[src/hdl/sesp_regs.svh]
// constants for the slot policy block: offsets, fields, reset values, timing
// assumes inclusion by the package and by every design file that needs a figure
`ifndef SESP_REGS_SVH
`define SESP_REGS_SVH
`define SESP_OFF_USER        7'h54
`define SESP_OFF_ADDR        7'h55
`define SESP_OFF_LOCK_LO     7'h58
`define SESP_OFF_LOCK_HI     7'h59
`define SESP_OFF_SN0         7'h00
`define SESP_OFF_SN3         7'h03
`define SESP_OFF_SN8         7'h08
`define SESP_OFF_SN12        7'h0c
`define SESP_DEFAULT_ADDR    7'h36
`define SESP_LOCK_RESET      16'hffff
`define SESP_LOCKABLE_MASK   16'hbd7c
`define SESP_CNT_MAX         21'h1fffff
`define SESP_WDT_MS          1300
`define SESP_CLK_MHZ         250
`define SESP_IOPROT_SLOT     4'h6
`define SESP_ATTEST_SLOT     4'h1
`define SESP_PRIMARY_SLOT    4'h0
`define SESP_DEVCERT_SLOT    4'ha
`define SESP_SIGNPUB_SLOT    4'hb
`define SESP_SIGNCERT_SLOT   4'hc
`define SESP_BOOTDIG_SLOT    4'h7
`define SESP_BOOTPUB_SLOT    4'hf
`define SESP_VALPUB_SLOT     4'he
`define SESP_GEN_PUBONLY     8'h00
`define SESP_GEN_REPLACE     8'h04
`define SESP_ST_OK           8'h00
`define SESP_ST_REFUSED      8'h01
`define SESP_ST_HEALTH       8'h07
`endif

[src/hdl/sesp_pkg.sv]
// types shared by the slot policy block
// assumes the constants header is on the include path
`include "sesp_regs.svh"
package sesp_pkg;
   typedef enum logic [3:0] {
      CMD_NONE    = 4'h0,
      CMD_READ    = 4'h1,
      CMD_WRITE   = 4'h2,
      CMD_EXTRA   = 4'h3,
      CMD_LOCK    = 4'h4,
      CMD_KEY_GENERATE_CMD  = 4'h5,
      CMD_SIGN    = 4'h6,
      CMD_VERIFY  = 4'h7,
      CMD_COUNTER = 4'h8,
      CMD_SLEEP   = 4'h9
   } sesp_cmd_t;
   typedef enum logic [1:0] {
      ST_IDLE   = 2'b00,
      ST_ACTIVE = 2'b01,
      ST_DONE   = 2'b11
   } sesp_state_t;
   typedef enum logic [1:0] {
      KT_DATA = 2'b00, KT_PRIV = 2'b01, KT_PUBVAL = 2'b10, KT_PUB = 2'b11
   } sesp_kind_t;
endpackage

[src/hdl/sesp_slot_policy.sv]
// configuration zone policy: slot locks, extra bytes, counters, key use checks
// assumes a decoded command strobe from the bus front end on the same clock
`timescale 1ns/1ps
`include "sesp_regs.svh"
// What this block does
// - unique serial number held in config bytes 0-3 and 8-12
// - answer the bus at 7-bit address 0x36 unless overridden
// - watchdog returns device to idle after at most 1.3 s active
// - io protection enabled, key taken from slot 6
// - only slots 2-6, 8, 10-12, 13, 15 may be lockable; 10-12 alike
// - a lockable slot accepts single-slot lock once, never unlocks
// - 16-bit lock flags at bytes 88-89, all ones, zero when locked
// - all direct writes to the config zone are rejected
// - non-zero byte 85 replaces default address, written by extra update
// - address byte may be rewritten only once
// - new address applies only when the device next goes idle, by sleep or watchdog timeout; reset restores the default
// - user byte at 84, updated once by extra update
// - two counters from zero to 2097151, counter command only
// - health failure flag cleared after the failing command
// - slot policy derived from two slot and two key config bytes
// - private key slots never returned by a read
// - secondary keys replaced by mode 0x04 unless slot locked
// - slot 1 signs internal messages only
// - validated public key unusable until validated, fixed until invalidated
// - boot check runs in stored digest mode
// - mode 0x00 key generation computes slot 0 public key
// - device cert slot 10, signer key 11, signer cert 12
module sesp_slot_policy
   import sesp_pkg::*;
#(
   parameter logic [15:0] LOCKABLE   = `SESP_LOCKABLE_MASK, // factory lockable set
   parameter logic [71:0] SERIAL     = 72'ha5c3_0000_e700_0000_00, // arbitrary value
   parameter int unsigned WDT_CYCLES = `SESP_WDT_MS * `SESP_CLK_MHZ * 1000
)(
   input  wire logic       ref_clk,     // block clock
   input  wire logic       rst_n,       // async reset, active low
   input  wire logic       cmdValid,    // command strobe, one cycle
   input  wire sesp_cmd_t  cmdOp,       // command opcode
   input  wire logic [7:0] cmdMode,     // mode parameter
   input  wire logic [6:0] cmdAddr,     // config byte address or slot in low nibble
   input  wire logic [7:0] cmdData,     // write data byte
   input  wire logic       cmdInternal, // message came from internal generator
   input  wire logic       cmdZoneCfg,  // read/write targets the config zone
   input  wire logic       healthFail,  // random source health test failed, pulse
   output logic            rspValid,    // answer strobe, one cycle
   output logic [7:0]      rspStatus,   // answer status code
   output logic [7:0]      rspData,     // answer data byte
   output logic [6:0]      busAddr,     // address the bus interface answers on
   output logic [3:0]      ioProtSlot,  // slot holding the io protection key
   output logic            bootStored,  // boot check in stored digest mode
   output logic            genPubKey,   // pulse: compute slot 0 public key
   output logic            genReplace,  // pulse: replace key in slot
   output logic            healthFlag,  // health failure flag
   output logic            sleeping     // device idle
);
   initial begin
      if ((LOCKABLE[12:10] != 3'b000) && (LOCKABLE[12:10] != 3'b111))
         $error("slots 10 to 12 must share one lockable setting");
      if ((LOCKABLE & ~`SESP_LOCKABLE_MASK) != 16'h0000)
         $error("lockable set holds a slot that may not be lockable");
   end

   logic [7:0]  userByte;
   logic [7:0]  addrByte;
   logic        userUsed;
   logic        addrUsed;
   logic [15:0] lockFlags;
   logic [20:0] counter [2];
   logic [15:0] validated;
   sesp_state_t state;
   sesp_state_t next_state;
   logic        wdtExpire;
   logic [3:0]  slot;
   logic [7:0]  next_status;
   logic [7:0]  next_data;

   assign slot = cmdAddr[3:0];

   // kind of key in each slot, from the fixed slot and key config bytes
   function automatic sesp_kind_t slotKind(input logic [3:0] s);
      case (s)
         4'h0, 4'h1, 4'h2, 4'h3, 4'h4: slotKind = KT_PRIV;
         `SESP_VALPUB_SLOT:            slotKind = KT_PUBVAL;
         `SESP_DEVCERT_SLOT, `SESP_SIGNCERT_SLOT: slotKind = KT_DATA;
         4'hd, `SESP_BOOTPUB_SLOT, `SESP_SIGNPUB_SLOT: slotKind = KT_PUB;
         default:                      slotKind = KT_DATA;
      endcase
   endfunction

   // secondary keys are the replaceable private keys
   function automatic logic isSecondary(input logic [3:0] s);
      isSecondary = (s == 4'h2) || (s == 4'h3) || (s == 4'h4);
   endfunction

   // serial, extra-byte and lock config bytes read back; others read zero
   function automatic logic [7:0] cfgByte(input logic [6:0] a, input logic [71:0] sn,
                                          input logic [7:0] ub, input logic [7:0] ab,
                                          input logic [15:0] lf);
      if (a <= `SESP_OFF_SN3)
         cfgByte = sn[71 - 8*a[1:0] -: 8];
      else if (a >= `SESP_OFF_SN8 && a <= `SESP_OFF_SN12)
         cfgByte = sn[39 - 8*(a[2:0] + 3'h0) -: 8];
      else if (a == `SESP_OFF_USER)
         cfgByte = ub;
      else if (a == `SESP_OFF_ADDR)
         cfgByte = ab;
      else if (a == `SESP_OFF_LOCK_LO)
         cfgByte = lf[7:0];
      else if (a == `SESP_OFF_LOCK_HI)
         cfgByte = lf[15:8];
      else
         cfgByte = 8'h00;
   endfunction

   assign ioProtSlot = `SESP_IOPROT_SLOT;
   assign bootStored = 1'b1;

   sesp_watchdog #(
      .LIMIT (WDT_CYCLES)
   ) u_wdt (
      .ref_clk (ref_clk),
      .rst_n   (rst_n),
      .run     (state != ST_IDLE),
      .expire  (wdtExpire)
   );

   // activity state: wake on any command but sleep, back to idle on sleep or timeout
   always_comb begin
      next_state = state;
      case (state)
         ST_IDLE:   if (cmdValid && cmdOp != CMD_SLEEP) next_state = ST_ACTIVE;
         ST_ACTIVE: begin
            if (wdtExpire) next_state = ST_IDLE;
            else if (cmdValid && cmdOp == CMD_SLEEP) next_state = ST_DONE;
         end
         ST_DONE:   next_state = ST_IDLE;
         default:   next_state = ST_IDLE;
      endcase
   end

   always_ff @(posedge ref_clk or negedge rst_n) begin
      if (!rst_n) state <= ST_IDLE;
      else        state <= next_state;
   end
   assign sleeping = (state == ST_IDLE);

   // address takes effect only on entry to sleep, not on write
   always_ff @(posedge ref_clk or negedge rst_n) begin
      if (!rst_n) begin
         busAddr <= `SESP_DEFAULT_ADDR;
      end else if (state != ST_IDLE && next_state == ST_IDLE) begin
         busAddr <= (addrByte != 8'h00) ? addrByte[6:0] : `SESP_DEFAULT_ADDR;
      end
   end

   // command decode: status and data for the answer
   always_comb begin
      next_status = `SESP_ST_OK;
      next_data   = 8'h00;
      case (cmdOp)
         CMD_READ: begin
            if (cmdZoneCfg)
               next_data = cfgByte(cmdAddr, SERIAL, userByte, addrByte, lockFlags);
            else if (slotKind(slot) == KT_PRIV || slot == `SESP_IOPROT_SLOT)
               next_status = `SESP_ST_REFUSED;
            else
               next_data = {4'h0, slot};
         end
         CMD_WRITE: begin
            if (cmdZoneCfg || !lockFlags[slot] || slotKind(slot) == KT_PRIV)
               next_status = `SESP_ST_REFUSED;
            else if (slotKind(slot) == KT_PUBVAL && validated[slot])
               next_status = `SESP_ST_REFUSED;
         end
         CMD_EXTRA: begin
            if (cmdMode[0] ? addrUsed : userUsed)
               next_status = `SESP_ST_REFUSED;
         end
         CMD_LOCK: begin
            if (!LOCKABLE[slot] || !lockFlags[slot])
               next_status = `SESP_ST_REFUSED;
         end
         CMD_KEY_GENERATE_CMD: begin
            if (cmdMode == `SESP_GEN_REPLACE) begin
               if (!isSecondary(slot) || !lockFlags[slot])
                  next_status = `SESP_ST_REFUSED;
            end else if (cmdMode != `SESP_GEN_PUBONLY || slot != `SESP_PRIMARY_SLOT) begin
               next_status = `SESP_ST_REFUSED;
            end
         end
         CMD_SIGN: begin
            if (slotKind(slot) != KT_PRIV)
               next_status = `SESP_ST_REFUSED;
            else if (slot == `SESP_ATTEST_SLOT && !cmdInternal)
               next_status = `SESP_ST_REFUSED;
         end
         CMD_VERIFY: begin
            if (slotKind(slot) == KT_PUBVAL && !cmdMode[1] && !validated[slot])
               next_status = `SESP_ST_REFUSED;
         end
         CMD_COUNTER: begin
            if (cmdMode[0] && counter[cmdAddr[0]] == `SESP_CNT_MAX)
               next_status = `SESP_ST_REFUSED;
            next_data = cmdAddr[1] ? {3'h0, counter[cmdAddr[0]][20:16]}
                      : (cmdAddr[2] ? counter[cmdAddr[0]][15:8] : counter[cmdAddr[0]][7:0]);
         end
         CMD_SLEEP: next_status = `SESP_ST_OK;
         default:   next_status = `SESP_ST_REFUSED;
      endcase
      if (healthFail) next_status = `SESP_ST_HEALTH;
   end

   // answer registers, one cycle after the strobe
   always_ff @(posedge ref_clk or negedge rst_n) begin
      if (!rst_n) begin
         rspValid  <= 1'b0;
         rspStatus <= `SESP_ST_OK;
         rspData   <= 8'h00;
      end else begin
         rspValid  <= cmdValid;
         rspStatus <= cmdValid ? next_status : rspStatus;
         rspData   <= cmdValid ? next_data : rspData;
      end
   end

   // once-writable extra bytes; factory contents are blank
   always_ff @(posedge ref_clk or negedge rst_n) begin
      if (!rst_n) begin
         userByte <= 8'h00;
         addrByte <= 8'h00;
         userUsed <= 1'b0;
         addrUsed <= 1'b0;
      end else if (cmdValid && cmdOp == CMD_EXTRA && next_status == `SESP_ST_OK) begin
         if (cmdMode[0]) begin
            addrByte <= cmdData;
            addrUsed <= 1'b1;
         end else begin
            userByte <= cmdData;
            userUsed <= 1'b1;
         end
      end
   end

   // lock flags only ever go from one to zero
   always_ff @(posedge ref_clk or negedge rst_n) begin
      if (!rst_n) begin
         lockFlags <= `SESP_LOCK_RESET;
      end else if (cmdValid && cmdOp == CMD_LOCK && next_status == `SESP_ST_OK) begin
         lockFlags[slot] <= 1'b0;
      end
   end

   // monotonic counters saturate at the top rather than wrap
   generate
      for (genvar i = 0; i < 2; i++) begin : g_cnt
         always_ff @(posedge ref_clk or negedge rst_n) begin
            if (!rst_n) begin
               counter[i] <= 21'h0;
            end else if (cmdValid && cmdOp == CMD_COUNTER && cmdMode[0] &&
                         cmdAddr[0] == 1'(i) && next_status == `SESP_ST_OK) begin
               counter[i] <= counter[i] + 21'h1;
            end
         end
      end
   endgenerate

   // validation state of validated-type public keys
   always_ff @(posedge ref_clk or negedge rst_n) begin
      if (!rst_n) begin
         validated <= 16'h0000;
      end else if (cmdValid && cmdOp == CMD_VERIFY && cmdMode[1] &&
                   slotKind(slot) == KT_PUBVAL && !healthFail) begin
         validated[slot] <= ~cmdMode[0];
      end
   end

   // key generation pulses toward the ecc engine
   always_ff @(posedge ref_clk or negedge rst_n) begin
      if (!rst_n) begin
         genPubKey  <= 1'b0;
         genReplace <= 1'b0;
      end else begin
         genPubKey  <= cmdValid && cmdOp == CMD_KEY_GENERATE_CMD && cmdMode == `SESP_GEN_PUBONLY &&
                       next_status == `SESP_ST_OK;
         genReplace <= cmdValid && cmdOp == CMD_KEY_GENERATE_CMD && cmdMode == `SESP_GEN_REPLACE &&
                       next_status == `SESP_ST_OK;
      end
   end

   // flag shows a failure only during the failing answer, then clears
   always_ff @(posedge ref_clk or negedge rst_n) begin
      if (!rst_n) healthFlag <= 1'b0;
      else        healthFlag <= cmdValid && healthFail;
   end
endmodule

[src/hdl/sesp_watchdog.sv]
// active-time watchdog for the slot policy block
// assumes one clock; idle restarts the count, expire is a one-cycle pulse
`timescale 1ns/1ps
`include "sesp_regs.svh"
module sesp_watchdog
   import sesp_pkg::*;
#(
   parameter int unsigned LIMIT = `SESP_WDT_MS * `SESP_CLK_MHZ * 1000
)(
   input  wire logic ref_clk, // block clock
   input  wire logic rst_n,   // async reset, active low
   input  wire logic run,     // device is active
   output logic      expire   // one-cycle timeout pulse
);
   initial begin
      if (LIMIT < 2) $error("watchdog limit too small");
   end
   logic [31:0] count;
   // counts active cycles; idle clears it so each wake starts afresh
   always_ff @(posedge ref_clk or negedge rst_n) begin
      if (!rst_n) begin
         count  <= 32'h0;
         expire <= 1'b0;
      end else if (!run) begin
         count  <= 32'h0;
         expire <= 1'b0;
      end else if (count == 32'(LIMIT - 1)) begin
         count  <= 32'h0;
         expire <= 1'b1;
      end else begin
         count  <= count + 32'h1;
         expire <= 1'b0;
      end
   end
endmodule

[config.mk]
export PLATFORM = sky130hd
export DESIGN_NAME = sesp_slot_policy
export DESIGN_NICKNAME = d
export VERILOG_FILES = /design/src/hdl/sesp_pkg.sv /design/src/hdl/sesp_slot_policy.sv /design/src/hdl/sesp_watchdog.sv
export VERILOG_INCLUDE_DIRS = /design/src /design/src/hdl
export SDC_FILE = /design/constraint.sdc
export NUM_CORES = 1
export LEC_CHECK = 0
export BUFFER_PORTS_ARGS = -buffer_cell sky130_fd_sc_hd__buf_2
export CAP_MARGIN = 20
export CELL_PAD_IN_SITES_DETAIL_PLACEMENT = 1
export CELL_PAD_IN_SITES_GLOBAL_PLACEMENT = 1
export CORE_MARGIN = 2
export CORE_UTILIZATION = 47
export DETAILED_ROUTE_END_ITERATION = 8
export PLACE_DENSITY = 0.9
export SLEW_MARGIN = 0
export SYNTH_ARGS = -nofsm -noshare
export SYNTH_HDL_FRONTEND = slang
export SYNTH_HIERARCHICAL = 1
export SYNTH_SLANG_ARGS = --single-unit
[constraint.sdc]
create_clock -name ref_clk -period 2.59 [get_ports ref_clk]
set_input_delay 0.1295 -clock ref_clk [delete_from_list [all_inputs] [get_ports ref_clk]]
set_output_delay 0.1295 -clock ref_clk [all_outputs]
set_load 0.02 [all_outputs]
# --- After elaboration in Yosys (flattened, before gate mapping) ---
# Memories as Yosys holds them, arrays and structs flattened.
# Cells that the tools add are included.
# Widths: inputs -> output; s select.
classes:
  bitwise_logic: 5
  n_eq_ne: 29
  n_shift: 2
  magnitude_cmp: 6
  n_mux: 54
  n_reduce_logical: 55
  add_sub_neg: 5
op_table:
  columns: ["cell", "n"]
  rows:
  - ["$shiftx 79x33->8 const A", 2]
  - ["$mux 8", 11]
  - ["$pmux 8 s9", 1]
  - ["$mux 32", 2]
  - ["$mux 21", 3]
  - ["$add 21x1->21 const B", 2]
  - ["$add 32x1->32 const B", 1]
  - ["$eq 32x29->1 const B", 1]
  - ["$logic_and 1x1->1", 30]
  - ["$eq 7x7->1 const B", 4]
  - ["$eq 4x3->1 const B", 6]
  - ["$eq 21x21->1 const B", 1]
  - ["$mux 2", 10]
  - ["$mux 1", 19]
  - ["$and 16x16->16", 1]
  - ["$bwmux 16", 1]
  - ["$eq 4x2->1 const B", 4]
  - ["$logic_not 8->1", 2]
  - ["$not 16->16", 1]
  - ["$pmux 8 s2", 1]
  - ["$reduce_bool 8->1", 2]
  - ["$bmux 1 s4", 2]
  - ["$eq 4x1->1 const B", 2]
  - ["$eq 4x4->1 const B", 2]
  - ["other kinds (25)", 45]
word_totals:
  n_memories: 7
  regBits: 154
  wordCells: 181
  mem_bits_ro: 208
  output_inout_bits: 33
  inputBits: 33
mem_list:
  columns: ["memory", "depth", "width", "read_ports", "rd_clocked_by_memory_dff", "write_ports", "line", "rtl"]
  rows:
  - ["(name not given)", 16, 2, 1, 0, 0, "sesp_slot_policy.sv:81", "case (s)"]
  - ["(name not given)", 16, 2, 1, 0, 0, "sesp_slot_policy.sv:81", null]
  - ["(name not given)", 16, 2, 1, 0, 0, "sesp_slot_policy.sv:81", null]
  - ["(name not given)", 16, 2, 1, 0, 0, "sesp_slot_policy.sv:81", null]
  - ["(name not given)", 16, 2, 1, 0, 0, "sesp_slot_policy.sv:81", null]
  - ["(name not given)", 16, 2, 1, 0, 0, "sesp_slot_policy.sv:81", null]
  - ["1 more memories", null, null, null, null, null, null, null]

# --- Longest topological paths before layout ---
# Gate-level depths: netlist of run 1.
logic_depth:
  depth_word: 16
  ltp_mapped: 12
  mapped_depth_nobuf: 10

# --- Modules after synthesis ---
# Netlist of run 1, hierarchy kept.
by_module_without_submodules:
  columns: ["mod", "seq_area_each_um2", "n_inst", "area_per_inst_um2", "cells_per_inst"]
  rows:
  - ["sesp_slot_policy", 2702.6, 1, 6102.1, 589]
  - ["sesp_watchdog", 825.8, 1, 1705.4, 177]

# --- Worst setup path after synthesis of run 1 ---
# No wires, ideal clock.
synth_path:
  kind: "input to register"
  from: "input port cmdAddr[1]"
  to: "register addrByte[0]"
  t_required_ns: 2.465
  path_slack_ns: 0.086
  arrival_time_ns: 2.379
  path_buffers: 3
  stages: 11
  setup_ns: 0.125
  cell_sequence: "buf_2 inv_1 ha_1 buf_2 inv_1 ha_1 o21ai_0 a22oi_1 or4_1 buf_6 mux2_4"
synth_via:
  elab_chain_cells: 12
  elab_cells_between_ends: 61
  cone_classes: "eq/ne (10); mux (25); reduce/logical (20); memory (6)"
synth_lines:
  columns: ["element", "line", "rtl"]
  rows:
  - ["from (decl)", "sesp_slot_policy.sv:40", "input wire logic [6:0] cmdAddr,"]
  - ["$mem_v2 16x2 / $eq 4x2->1 (equally long branches)", null, null]
  - ["$mux 2 (tied with other cells)", "sesp_slot_policy.sv:170", "if (cmdZoneCfg || !lockFlags[slot] || slotKind(slot) == KT_PRIV)"]
  - ["$mux 2 / $logic_or 1x1->1 (equally long branches)", "sesp_slot_policy.sv:160, sesp_slot_policy.sv:92", null]
  - ["$eq 2x2->1 (tied with other cells)", "sesp_slot_policy.sv:172", "else if (slotKind(slot) == KT_PUBVAL && validated[slot])"]
  - ["$logic_and 1x1->1 (tied with other cells)", "sesp_slot_policy.sv:172", null]
  - ["$mux 1, on equally long branches", "sesp_slot_policy.sv:172, sesp_slot_policy.sv:164, sesp_slot_policy.sv:185", null]
  - ["$mux 1 (tied with other cells)", "sesp_slot_policy.sv:170", null]
  - ["$pmux 8 s9 *", "sesp_slot_policy.sv:160", "case (cmdOp)"]
  - ["$mux 8 *", "sesp_slot_policy.sv:210", "if (healthFail) next_status = `SESP_ST_HEALTH;"]
  - ["$logic_not 8->1 (no line) *", null, null]
  - ["$logic_and 1x1->1 (no line) *", null, null]
  - ["$reduce_and 2->1 (no line) *", null, null]
  - ["to (signal assigned)", "sesp_slot_policy.sv:235", "addrByte <= cmdData;"]
  - ["to (decl)", "sesp_slot_policy.sv:64", "logic [7:0] addrByte;"]
# Mark *: on every way between the ends. The rest lies on a longest branch, timed or not. The select of a mux whose other input is x is not followed.
# A chain may end at the register's enable or synchronous reset.

# --- Final worst setup path of run 1 ---
layout_path:
  from: "register counter[25] (netlist bit)"
  to: "register counter[37] (netlist bit)"
layout_via:
  elab_chain_cells: 10
  elab_cells_between_ends: 11
  cone_classes: "add/sub (1); eq/ne (1); mux (6); reduce/logical (3)"
layout_lines:
  columns: ["element", "line", "rtl"]
  rows:
  - ["from (decl)", "sesp_slot_policy.sv:68", "logic [20:0] counter [2];"]
  - ["from (signal, indexed assignment)", "sesp_slot_policy.sv:261", "counter[i] <= counter[i] + 21'h1;"]
  - ["$mux 21 (3 in series)", null, null]
  - ["$eq 21x21->1 (no line)", null, null]
  - ["$logic_and 1x1->1 (no line)", null, null]
  - ["$mux 1", "sesp_slot_policy.sv:202", "if (cmdMode[0] && counter[cmdAddr[0]] == `SESP_CNT_MAX)"]
  - ["$pmux 8 s9", "sesp_slot_policy.sv:160", null]
  - ["$mux 8", "sesp_slot_policy.sv:210", null]
  - ["$logic_not 8->1 (no line)", null, null]
  - ["$logic_and 1x1->1 (no line)", null, null]
# Several ways; a longest one is shown, not always the timed one. The select of a mux whose other input is x is not followed.

==> summary.md, run 1 <==
| Metric | Value |
|---|---|
| Port bufs | `55` |
| IO Pins | `66` |
| Clock Skew | `0.0121 ns` |
| Initial antenna violation count | `3` |
| NumNets Final | `883` |
| Reg2Reg Depth | `7` |
| Hold Path End | `healthFlag` |
| Critical path required time | `2.94 ns` |
| Setup total negative slack | `0 ns` |
| CTS Root Cell | `clkbuf_16` |
| Startpoint types | `flip-flop` |
| Top_reg_cell synth | `dfrtp_1` |
| Number of synthesized register bits | `140` |
| HPWL after detailed placement | `16.4 mm` |
| Tightest Pin Transition | `0.714 ns` |
| Clk pwr share | `0.435` |
| DRT antenna net count | `0` |
| Pre-antenna DRT Iters | `5` |
| Clk Latency, worst-skew pair | `0.43 ns` |
| Placed Cells | `1028` |
| Die height | `133 um` |
| Fin util | `0.551` |
| Switching Share | `0.272` |
| H-Tree Level Count | `4` |
| R2R Setup Slk | `0.20 ns` |
| Layout cells sized above 1 | `0.228` |
| First-pass GRT wire length | `40.8 mm` |
| Mapped Cells | `766` |
| Final std cells w/o fill | `1073` |
| Max VDD drop | `0.000506 V` |
| GP Congestion | `0.931` |
| Initial DRC count | `768` |
| Ys async rst share | `1.00` |
| Class of the worst hold path | `input port to flip-flop` |
| Terminus of the critical flop-to-flop path | `counter[37]` |
| Crit path max fanout | `7` |
| Net Switching | `1460 uW` |
| # setup viols final | `0` |
| Gr ovfl total | `0` |
| Hold_sp | `healthFail` |
| Fin. max-slew vios | `0` |
| Crit path DAT | `2.74 ns` |
| Vias in the first global route | `7135` |
| GRT Resource Usage Total | `0.300` |
| Setup bufs post-CTS | `0` |
| P&R area growth vs syn | `15.8%` |
| CTS tree | `done` |
| Seq/Total Area, Yosys | `0.452` |
| Pwr/cell area | `596 mW/mm2` |
| Hold Crit Depth | `2` |
| Crit end category | `flip-flop` |
| Final Hold Fails | `0` |
| RR Startpoint | `counter[25]` |
| Die W | `133 um` |
| Synth Cell Area | `0.00781 mm2` |
| CTS Buf Count | `17` |
| Clock Sink Count | `140` |
| Comb pwr share | `0.113` |
| Critical Setup Path Class | `flip-flop to flip-flop` |
| Most frequent cells in the layout | `dfrtp_1 (120), nand2_1 (80), buf_2 (54), nor2_1 (52)` |
| RSZ-0062 raised after global routing | `no` |
| Vias | `6740` |
| Largest net degree at the start of global routing | `71` |
| Most common library cell in the layout ignoring fill and taps | `dfrtp_1` |
| CTS max path bufs | `2` |
| Worst slew margin | `0.518` |
| Mean area per synthesized cell | `10.2 um2` |
| WHS | `0.0410 ns` |
| Overall power | `5380 uW` |
| Total wire length | `25.5 mm` |
| Peak Freq | `419 MHz` |
| Reg power frac | `0.453` |
| Synth cell types | `72` |
| Initial Util | `0.476` |
| Remaining DRCs | `0` |
| Maxcap violations | `0` |
| Pint | `3920 uW` |
| Tcrit/Tclk final | `0.922` |
| Reg clk slew, reported paths | `0.06 ns` |
| Final min period | `2.39 ns` |
| WL per Instance | `23.7 um` |
| Full die area | `0.0177 mm2` |
| Core Region | `0.0164 mm2` |
| Via density | `6.28` |
| Rows | `47` |
| Number of synthesized flops with an enable pin | `0` |
| Outcome | `completed` |
| Lkg Pwr | `0.00406 uW` |
| Total number of yosys warnings | `6` |
## registers in the layout (all words and copies together) (netlist names), 7 cells and up
signal and count:
addrByte 8, busAddr 7, counter 42, lockFlags 16, rspData 8, u_wdt/count 32, userByte 8, validated 8
## how the worst max path moves through the flow
| stage | from | to | slack, ns | depth (start not counted) |
|---|---|---|---|---|
| 6_report | counter[25] | counter[37] | 0.20 | 7 |
| 5_1_grt | counter[25] | counter[37] | 0.08 | 7 |
| 4_1_cts | counter[25] | counter[41] | 0.24 | 7 |
| 3_5_place_dp | cmdAddr[1] | genPubKey | 0.12 | 10 |
| 3_3_place_gp | cmdAddr[0] | addrByte[6] | 0.19 | 11 |
| 2_1_floorplan | cmdAddr[1] | addrByte[0] | 0.09 | 11 |
## synthesized netlist by cell type, drive strengths merged, types with 3 or more instances
cell type / n / area [um2]
nor4: 17 / 113
nor3: 23 / 120
mux2i: 9 / 90.1
nand3: 30 / 155
o211ai: 5 / 37.5
dfstp: 20 / 526
nor3b: 4 / 30.0
nand4: 27 / 175
nand2b: 7 / 43.8
mux4: 16 / 360
xor2: 23 / 201
a21o: 4 / 30.0
nor2: 53 / 201
buf: 34 / 229
and3: 8 / 50.1
ha: 12 / 150
nand3b: 4 / 33.8
or3: 13 / 86.3
a32oi: 3 / 26.3
nand2: 80 / 300
a21oi: 30 / 154
and4: 6 / 52.6
a22oi: 11 / 82.6
dfrtp: 120 / 3000
clkbuf: 18 / 67.6
o21a: 15 / 113
o31ai: 10 / 75.1
o22a: 4 / 35.0
and2: 7 / 43.8
inv: 17 / 63.8
or4: 13 / 105
mux2: 22 / 278
nor2b: 5 / 31.3
o21ai: 32 / 160
or2: 5 / 31.3
xnor2: 32 / 280
## metrics by stage
stage                     instance area, um2  setup WS [ns]
final                                   9040          0.202
after global routing                    9040         0.0825
after CTS                               9030          0.239
after detailed placement                8370          0.120
after global placement                  8370          0.195
after floorplan                         7840         0.0862
## power by group through the flow
stage	sequential [uW]	clock, uW	combinational [uW]
global route	2450	2450	660
floorplan	2480	0	329
detailed placement	2460	0	576
global placement	2450	0	545
CTS	2430	2350	599
finish	2440	2340	608
## cell type report
type | count | area (um2)
Inverter | 17 | 63.8
Fill cell | 1795 | 7370
Sequential cell | 140 | 3530
Clock buffer | 21 | 460
Multi-Input combinational cell | 565 | 3960
Timing Repair Buffer | 97 | 649
Clock inverter | 11 | 95.1
Antenna cell | 2 | 5.00
Tap cell | 220 | 275
## cells by family after synthesis
| kind of cell | synth area share |
|---|---|
| AND/OR/NAND/NOR | 0.215 |
| flip-flops | 0.452 |
| AO/OA/AOI/OAI | 0.112 |
| buffers and inverters | 0.0462 |
| XOR/XNOR | 0.0617 |
| multiplexers | 0.0933 |
| adder cells (fa/ha/maj) | 0.0192 |
| other | 0.000962 |
## routing by layer
metal | vias up | routed length (um) | track usage
met3 | 72 | 1430 | 0.0667
met5 | - | 0 | 0
li1 | 2899 | - | -
met1 | 3497 | 10200 | 0.368
met4 | 0 | 900 | 0.124
met2 | 272 | 12900 | 0.512
## worst max-delay path, stage by stage, from the launching register on
cell and delay [ns]:
dfrtp_1 0.43, and4_1 0.27, nand3_1 0.16, nor2_1 0.17, and3_1 0.25, nand4_1 0.36
nor4_1 0.46, xor2_1 0.20
## repair_timing
| item | CTS | global route |
|---|---|---|
| hold buffers | 11 | 0 |
| resized for setup | 0 | 0 |
| endpoints found under the hold margin | 87 | 0 |
No activity file was read; power rests on OpenSTA's default activity.
==> inputs of run 2 (changes only) <==
--- a/config.mk
+++ b/config.mk
@@ -14,6 +14,7 @@
 export CORE_UTILIZATION = 47
 export DETAILED_ROUTE_END_ITERATION = 8
 export PLACE_DENSITY = 0.9
+export SETUP_SLACK_MARGIN = 0.3
 export SLEW_MARGIN = 0
 export SYNTH_ARGS = -nofsm -noshare
 export SYNTH_HDL_FRONTEND = slang
==> summary.md, run 2 (synthesis results as in run 1) <==
| Metric | Value |
|---|---|
| Maxcap violations | `0` |
| Crit path DAT | `2.59 ns` |
| Total wire length | `26.3 mm` |
| CP Cell Sequence | `and4_1 > a22oi_2 > nor3_2 > and4bb_4 > nand4b_4 > buf_4 > or3_1 > xnor2_1` |
| Class of the worst hold path | `input port to flip-flop` |
| Die height | `133 um` |
| Core Region | `0.0164 mm2` |
| Placed Cells | `1026` |
| Final Hold Fails | `0` |
| Crit end category | `flip-flop` |
| WL per Instance | `24.1 um` |
| CP top delay family | `simple AND/OR/NAND/NOR gates` |
| Most common library cell in the layout ignoring fill and taps | `dfrtp_1` |
| First-pass GRT wire length | `41.4 mm` |
| Fin util | `0.569` |
| Clock Skew | `0.0233 ns` |
| IO Pins | `66` |
| RSZ-0062 raised after global routing | `yes` |
| Largest Register | `counter` |
| Initial Util | `0.476` |
| Critical path required time | `2.89 ns` |
| Max VDD drop | `0.000483 V` |
| Vias in the first global route | `7204` |
| Full die area | `0.0177 mm2` |
| Largest register FFs | `42` |
| GP Congestion | `0.853` |
| NumNets Final | `904` |
| Area of the multi-input gates | `0.00406 mm2` |
| Outcome | `completed` |
| Layout cells sized above 1 | `0.287` |
| Clock Sink Count | `140` |
| Remaining DRCs | `0` |
| Largest net degree at the start of global routing | `62` |
| Initial antenna violation count | `1` |
| DRT antenna net count | `0` |
| CTS Buf Count | `17` |
| Most frequent cells in the layout | `dfrtp_1 (110), nand2_1 (79), buf_2 (53), nor2_1 (51), buf_4 (49)` |
| CTS tree | `done` |
| Via density | `6.30` |
| CTS max path bufs | `2` |
| CP max stage cell | `dfrtp_1` |
| Startpoint types | `flip-flop` |
| Tightest Pin Transition | `0.755 ns` |
| Gr ovfl total | `0` |
| Final min period | `2.29 ns` |
| Peak Freq | `437 MHz` |
| Fillers | `1788` |
| Worst slew margin | `0.496` |
| # setup viols final | `0` |
| Overall power | `5450 uW` |
| Die W | `133 um` |
| Fin. max-slew vios | `0` |
| Final std cells w/o fill | `1093` |
| Rows | `47` |
| Register area | `0.00354 mm2` |
| GRT Resource Usage Total | `0.302` |
| Pwr/cell area | `584 mW/mm2` |
| Tcrit/Tclk final | `0.883` |
| Setup total negative slack | `0 ns` |
| Regs by FF count | `counter: 42 flops, u_wdt/count: 32 flops, lockFlags: 16 flops` |
| Pre-antenna DRT Iters | `5` |
| Vias | `6887` |
| Clk Latency, worst-skew pair | `0.44 ns` |
| P&R area growth vs syn | `19.6%` |
| Reg clk slew, reported paths | `0.06 ns` |
| Lkg Pwr | `0.00417 uW` |
| Initial DRC count | `664` |
| Port bufs | `55` |
| Crit path max fanout | `10` |
| Critical Setup Path Class | `flip-flop to flip-flop` |
| H-Tree Level Count | `4` |
| CP max stage delay | `0.39 ns` |
| CTS Root Cell | `clkbuf_16` |
| Bufs and invs on worst path | `1` |
| HPWL after detailed placement | `16.2 mm` |
-- run 2: cell types whose count changed in the layout (fill, tap and decap cells not counted), sizes merged --
| cell | before | now |
|---|---|---|
| clkbuf | 21 | 19 |
| diode | 2 | 1 |
| inv | 17 | 18 |
| clkinv | 7 | 8 |
| buf | 86 | 107 |
-- run 2: final timing paths --
kind | from | endpoint | slack [ns] | cells past startpoint
worst max-delay path | counter[17] | counter[28] | 0.30 | 8
worst min register to register | validated[4] | validated[4] | 0.38 | 0
max in group asynchronous | rst_n | busAddr[4] | 1.43 | 3
worst max register to register | counter[17] | counter[28] | 0.30 | 8
worst min-delay path | healthFail | healthFlag | 0.06 | 2
min in group asynchronous | rst_n | rspStatus[1] | 0.26 | 2
-- run 2: report_power, final --
part / leakage, uW / switching (uW) / total [uW] / internal, uW
Sequential: 0.00180 / 119 / 2430 / 2320
Clock: 0.000279 / 1010 / 2390 / 1370
Combinational: 0.00209 / 382 / 631 / 249
-- run 2: routing by layer --
metal	share of wire	track usage
met4	0.041	0.147
met3	0.051	0.0487
met1	0.40	0.384
met5	0	0
met2	0.51	0.506
-- run 2: per-stage QoR --
stage | instance area (um2) | hold WS, ns | setup WS (ns)
finish | 9330 | 0.0562 | 0.304
global placement | 8360 | 0.146 | 0.202
global route | 9330 | 0.0470 | 0.232
floorplan | 7840 | -0.166 | 0.323
detailed placement | 8360 | 0.154 | 0.0452
CTS | 9170 | 0.0262 | 0.298
-- run 2: timing repair --
item                                   in CTS  in global routing
pin swaps                                   2                  9
endpoints found under the hold margin      78                  0
setup endpoints to repair                  21                 55
resized for setup                          10                 27
hold buffers                               11                  0
buffers inserted                           11                 11
cloned                                      1                  0
-- run 2: area by class of cell --
type / instances / share of cell area
diodes: 1 / 0.000268
clock buffers: 19 / 0.0485
clock inverters: 13 / 0.0126
inverters: 17 / 0.00751
multi-input cells: 565 / 0.435
flip-flops and latches: 140 / 0.379
well taps: 220 / 0.0295
repair buffers: 118 / 0.0875
==> inputs of run 3 (changes only) <==
--- a/config.mk
+++ b/config.mk
@@ -13,7 +13,7 @@
 export CORE_MARGIN = 2
 export CORE_UTILIZATION = 47
 export DETAILED_ROUTE_END_ITERATION = 8
-export PLACE_DENSITY = 0.9
+export PLACE_DENSITY_LB_ADDON = 0.1
 export SETUP_SLACK_MARGIN = 0.3
 export SLEW_MARGIN = 0
 export SYNTH_ARGS = -nofsm -noshare
==> summary.md, run 3 (synthesis results as in run 1) <==
| Metric | Value |
|---|---|
| CTS Buf Count | `17` |
| Initial DRC count | `496` |
| GP Congestion | `0.905` |
| Full die area | `0.0177 mm2` |
| Final min period | `2.29 ns` |
| Final std cells w/o fill | `1103` |
| Peak Freq | `437 MHz` |
| CTS max path bufs | `2` |
| Antenna Cells | `0` |
| Clock Sink Count | `140` |
| CTS Root Cell | `clkbuf_16` |
| Maxcap violations | `0` |
| Rows | `47` |
| Initial antenna violation count | `1` |
| Max VDD drop | `0.000437 V` |
| Final Cell Area | `0.00942 mm2` |
| Layout cells sized above 1 | `0.283` |
| H-Tree Level Count | `4` |
| Via density | `5.89` |
| Regs by FF count | `counter: 42 flops, u_wdt/count: 32 flops, lockFlags: 16 flops` |
| Vias in the first global route | `6715` |
| Crit path DAT | `2.64 ns` |
| Fin. max-slew vios | `0` |
| # setup viols final | `0` |
| RSZ-0062 raised after global routing | `yes` |
| IO Pins | `66` |
| Fillers | `1820` |
| Class of the worst hold path | `input port to flip-flop` |
| Critical Setup Path Class | `input port to flip-flop` |
| Die height | `133 um` |
| Die W | `133 um` |
| Critical path required time | `2.94 ns` |
| Tcrit/Tclk final | `0.883` |
| Initial Util | `0.476` |
| Reg power frac | `0.444` |
| Clk Latency, worst-skew pair | `0.42 ns` |
| Placed Cells | `1031` |
| Clock Skew | `0.0111 ns` |
| Gr ovfl total | `0` |
| P&R area growth vs syn | `20.7%` |
| CTS tree | `done` |
| Largest register FFs | `42` |
| Comb pwr share | `0.117` |
| Clk pwr share | `0.439` |
| GRT Resource Usage Total | `0.270` |
| Worst slew margin | `0.561` |
| Largest net degree at the start of global routing | `64` |
| Post-DP Area | `0.00840 mm2` |
| Pwr/cell area | `579 mW/mm2` |
| Largest Register | `counter` |
| Remaining DRCs | `0` |
| Setup total negative slack | `0 ns` |
| Most common library cell in the layout ignoring fill and taps | `dfrtp_1` |
| Total wire length | `23.8 mm` |
| HPWL after detailed placement | `16.5 mm` |
| Startpoint types | `input port` |
| Pint | `4030 uW` |
| DRT antenna net count | `0` |
| Most frequent cells in the layout | `dfrtp_1 (113), nand2_1 (79), buf_4 (58), buf_2 (54), nor2_1 (52)` |
| Port bufs | `55` |
| Lkg Pwr | `0.00427 uW` |
| Net Switching | `1420 uW` |
| Final Hold Fails | `0` |
| Crit end category | `flip-flop` |
| First-pass GRT wire length | `37.0 mm` |
| Switching Share | `0.261` |
| Tightest Pin Transition | `0.653 ns` |
| Outcome | `completed` |
| Pre-antenna DRT Iters | `5` |
| Vias | `6502` |
| Crit path max fanout | `6` |
| WL per Instance | `21.6 um` |
| Reg clk slew, reported paths | `0.06 ns` |
| Core Region | `0.0164 mm2` |
| NumNets Final | `915` |
[run 3: changes by cell type in the layout (fill, tap and decap cells not counted), sizes merged]
| cell | delta |
|---|---|
| buf | +9 |
| bufinv | -1 |
| clkbuf | +6 |
| clkinv | -4 |
| clkinvlp | -1 |
| diode | -1 |
| nand4b | +1 |
| or4 | +1 |
[run 3: power groups by stage]
stage / combinational [uW] / sequential (uW) / clock [uW]
after floorplan: 331 / 2480 / 0
after global placement: 548 / 2450 / 0
after detailed placement: 572 / 2460 / 0
after CTS: 595 / 2430 / 2440
after global routing: 703 / 2440 / 2540
final: 639 / 2420 / 2400
[run 3: stage by stage]
stage	util	setup WS (ns)	power [uW]	hold WS [ns]
2_1_floorplan	-	0.323	2810	-0.166
3_3_place_gp	0.512	0.203	3000	0.0702
3_5_place_dp	0.512	0.0883	3030	0.0743
4_1_cts	0.555	0.255	5460	0.0294
5_1_grt	0.574	0.213	5680	0.0325
6_report	0.574	0.304	5460	0.0410
[run 3: routing by layer]
metal	share of wire	wire (um)	vias to the layer above	GRT usage
met5	0.00055	13	-	0
met4	0.024	579	2	0.0836
met3	0.033	790	44	0.0418
met2	0.51	12300	149	0.477
met1	0.43	10200	3337	0.340
li1	-	-	2970	-
[run 3: what timing repair did]
item | CTS | global route
hold buffers | 11 | 0
pin swaps | 0 | 7
gates cloned | 0 | 3
gates resized for setup | 2 | 27
endpoints found under the hold margin | 59 | 0
endpoints found under the setup margin | 14 | 45
setup buffers | 1 | 25
[run 3: cell type report]
class / instances / area [um2] / area share
multi-input combinational: 567 / 4070 / 0.432
sequential: 140 / 3540 / 0.375
timing repair buffer: 127 / 878 / 0.0932
clock buffer: 25 / 539 / 0.0572
tap: 220 / 275 / 0.0292
inverter: 17 / 70.1 / 0.00744
clock inverter: 7 / 47.5 / 0.00505
[run 3: path summary, 6_finish.rpt]
check	start	end	slack, ns	depth (start not counted)
max in group asynchronous	rst_n	counter[25]	1.56	3
max reg2reg	counter[22]	rspStatus[0]	0.31	8
min	healthFail	healthFlag	0.04	2
max	cmdMode[2]	lockFlags[15]	0.30	10
min in group asynchronous	rst_n	u_wdt/count[27]	0.21	2
min reg2reg	validated[7]	validated[7]	0.37	0
[run 3: critical path, cell delays in order]
cell,delay [ns]
dlygate4sd3_1,0.54
buf_4,0.17
nor3b_1,0.14
o31a_1,0.29
o31ai_2,0.25
nand3_1,0.17
nor4_1,0.35
buf_4,0.19
nand3_1,0.16
o21a_1,0.23
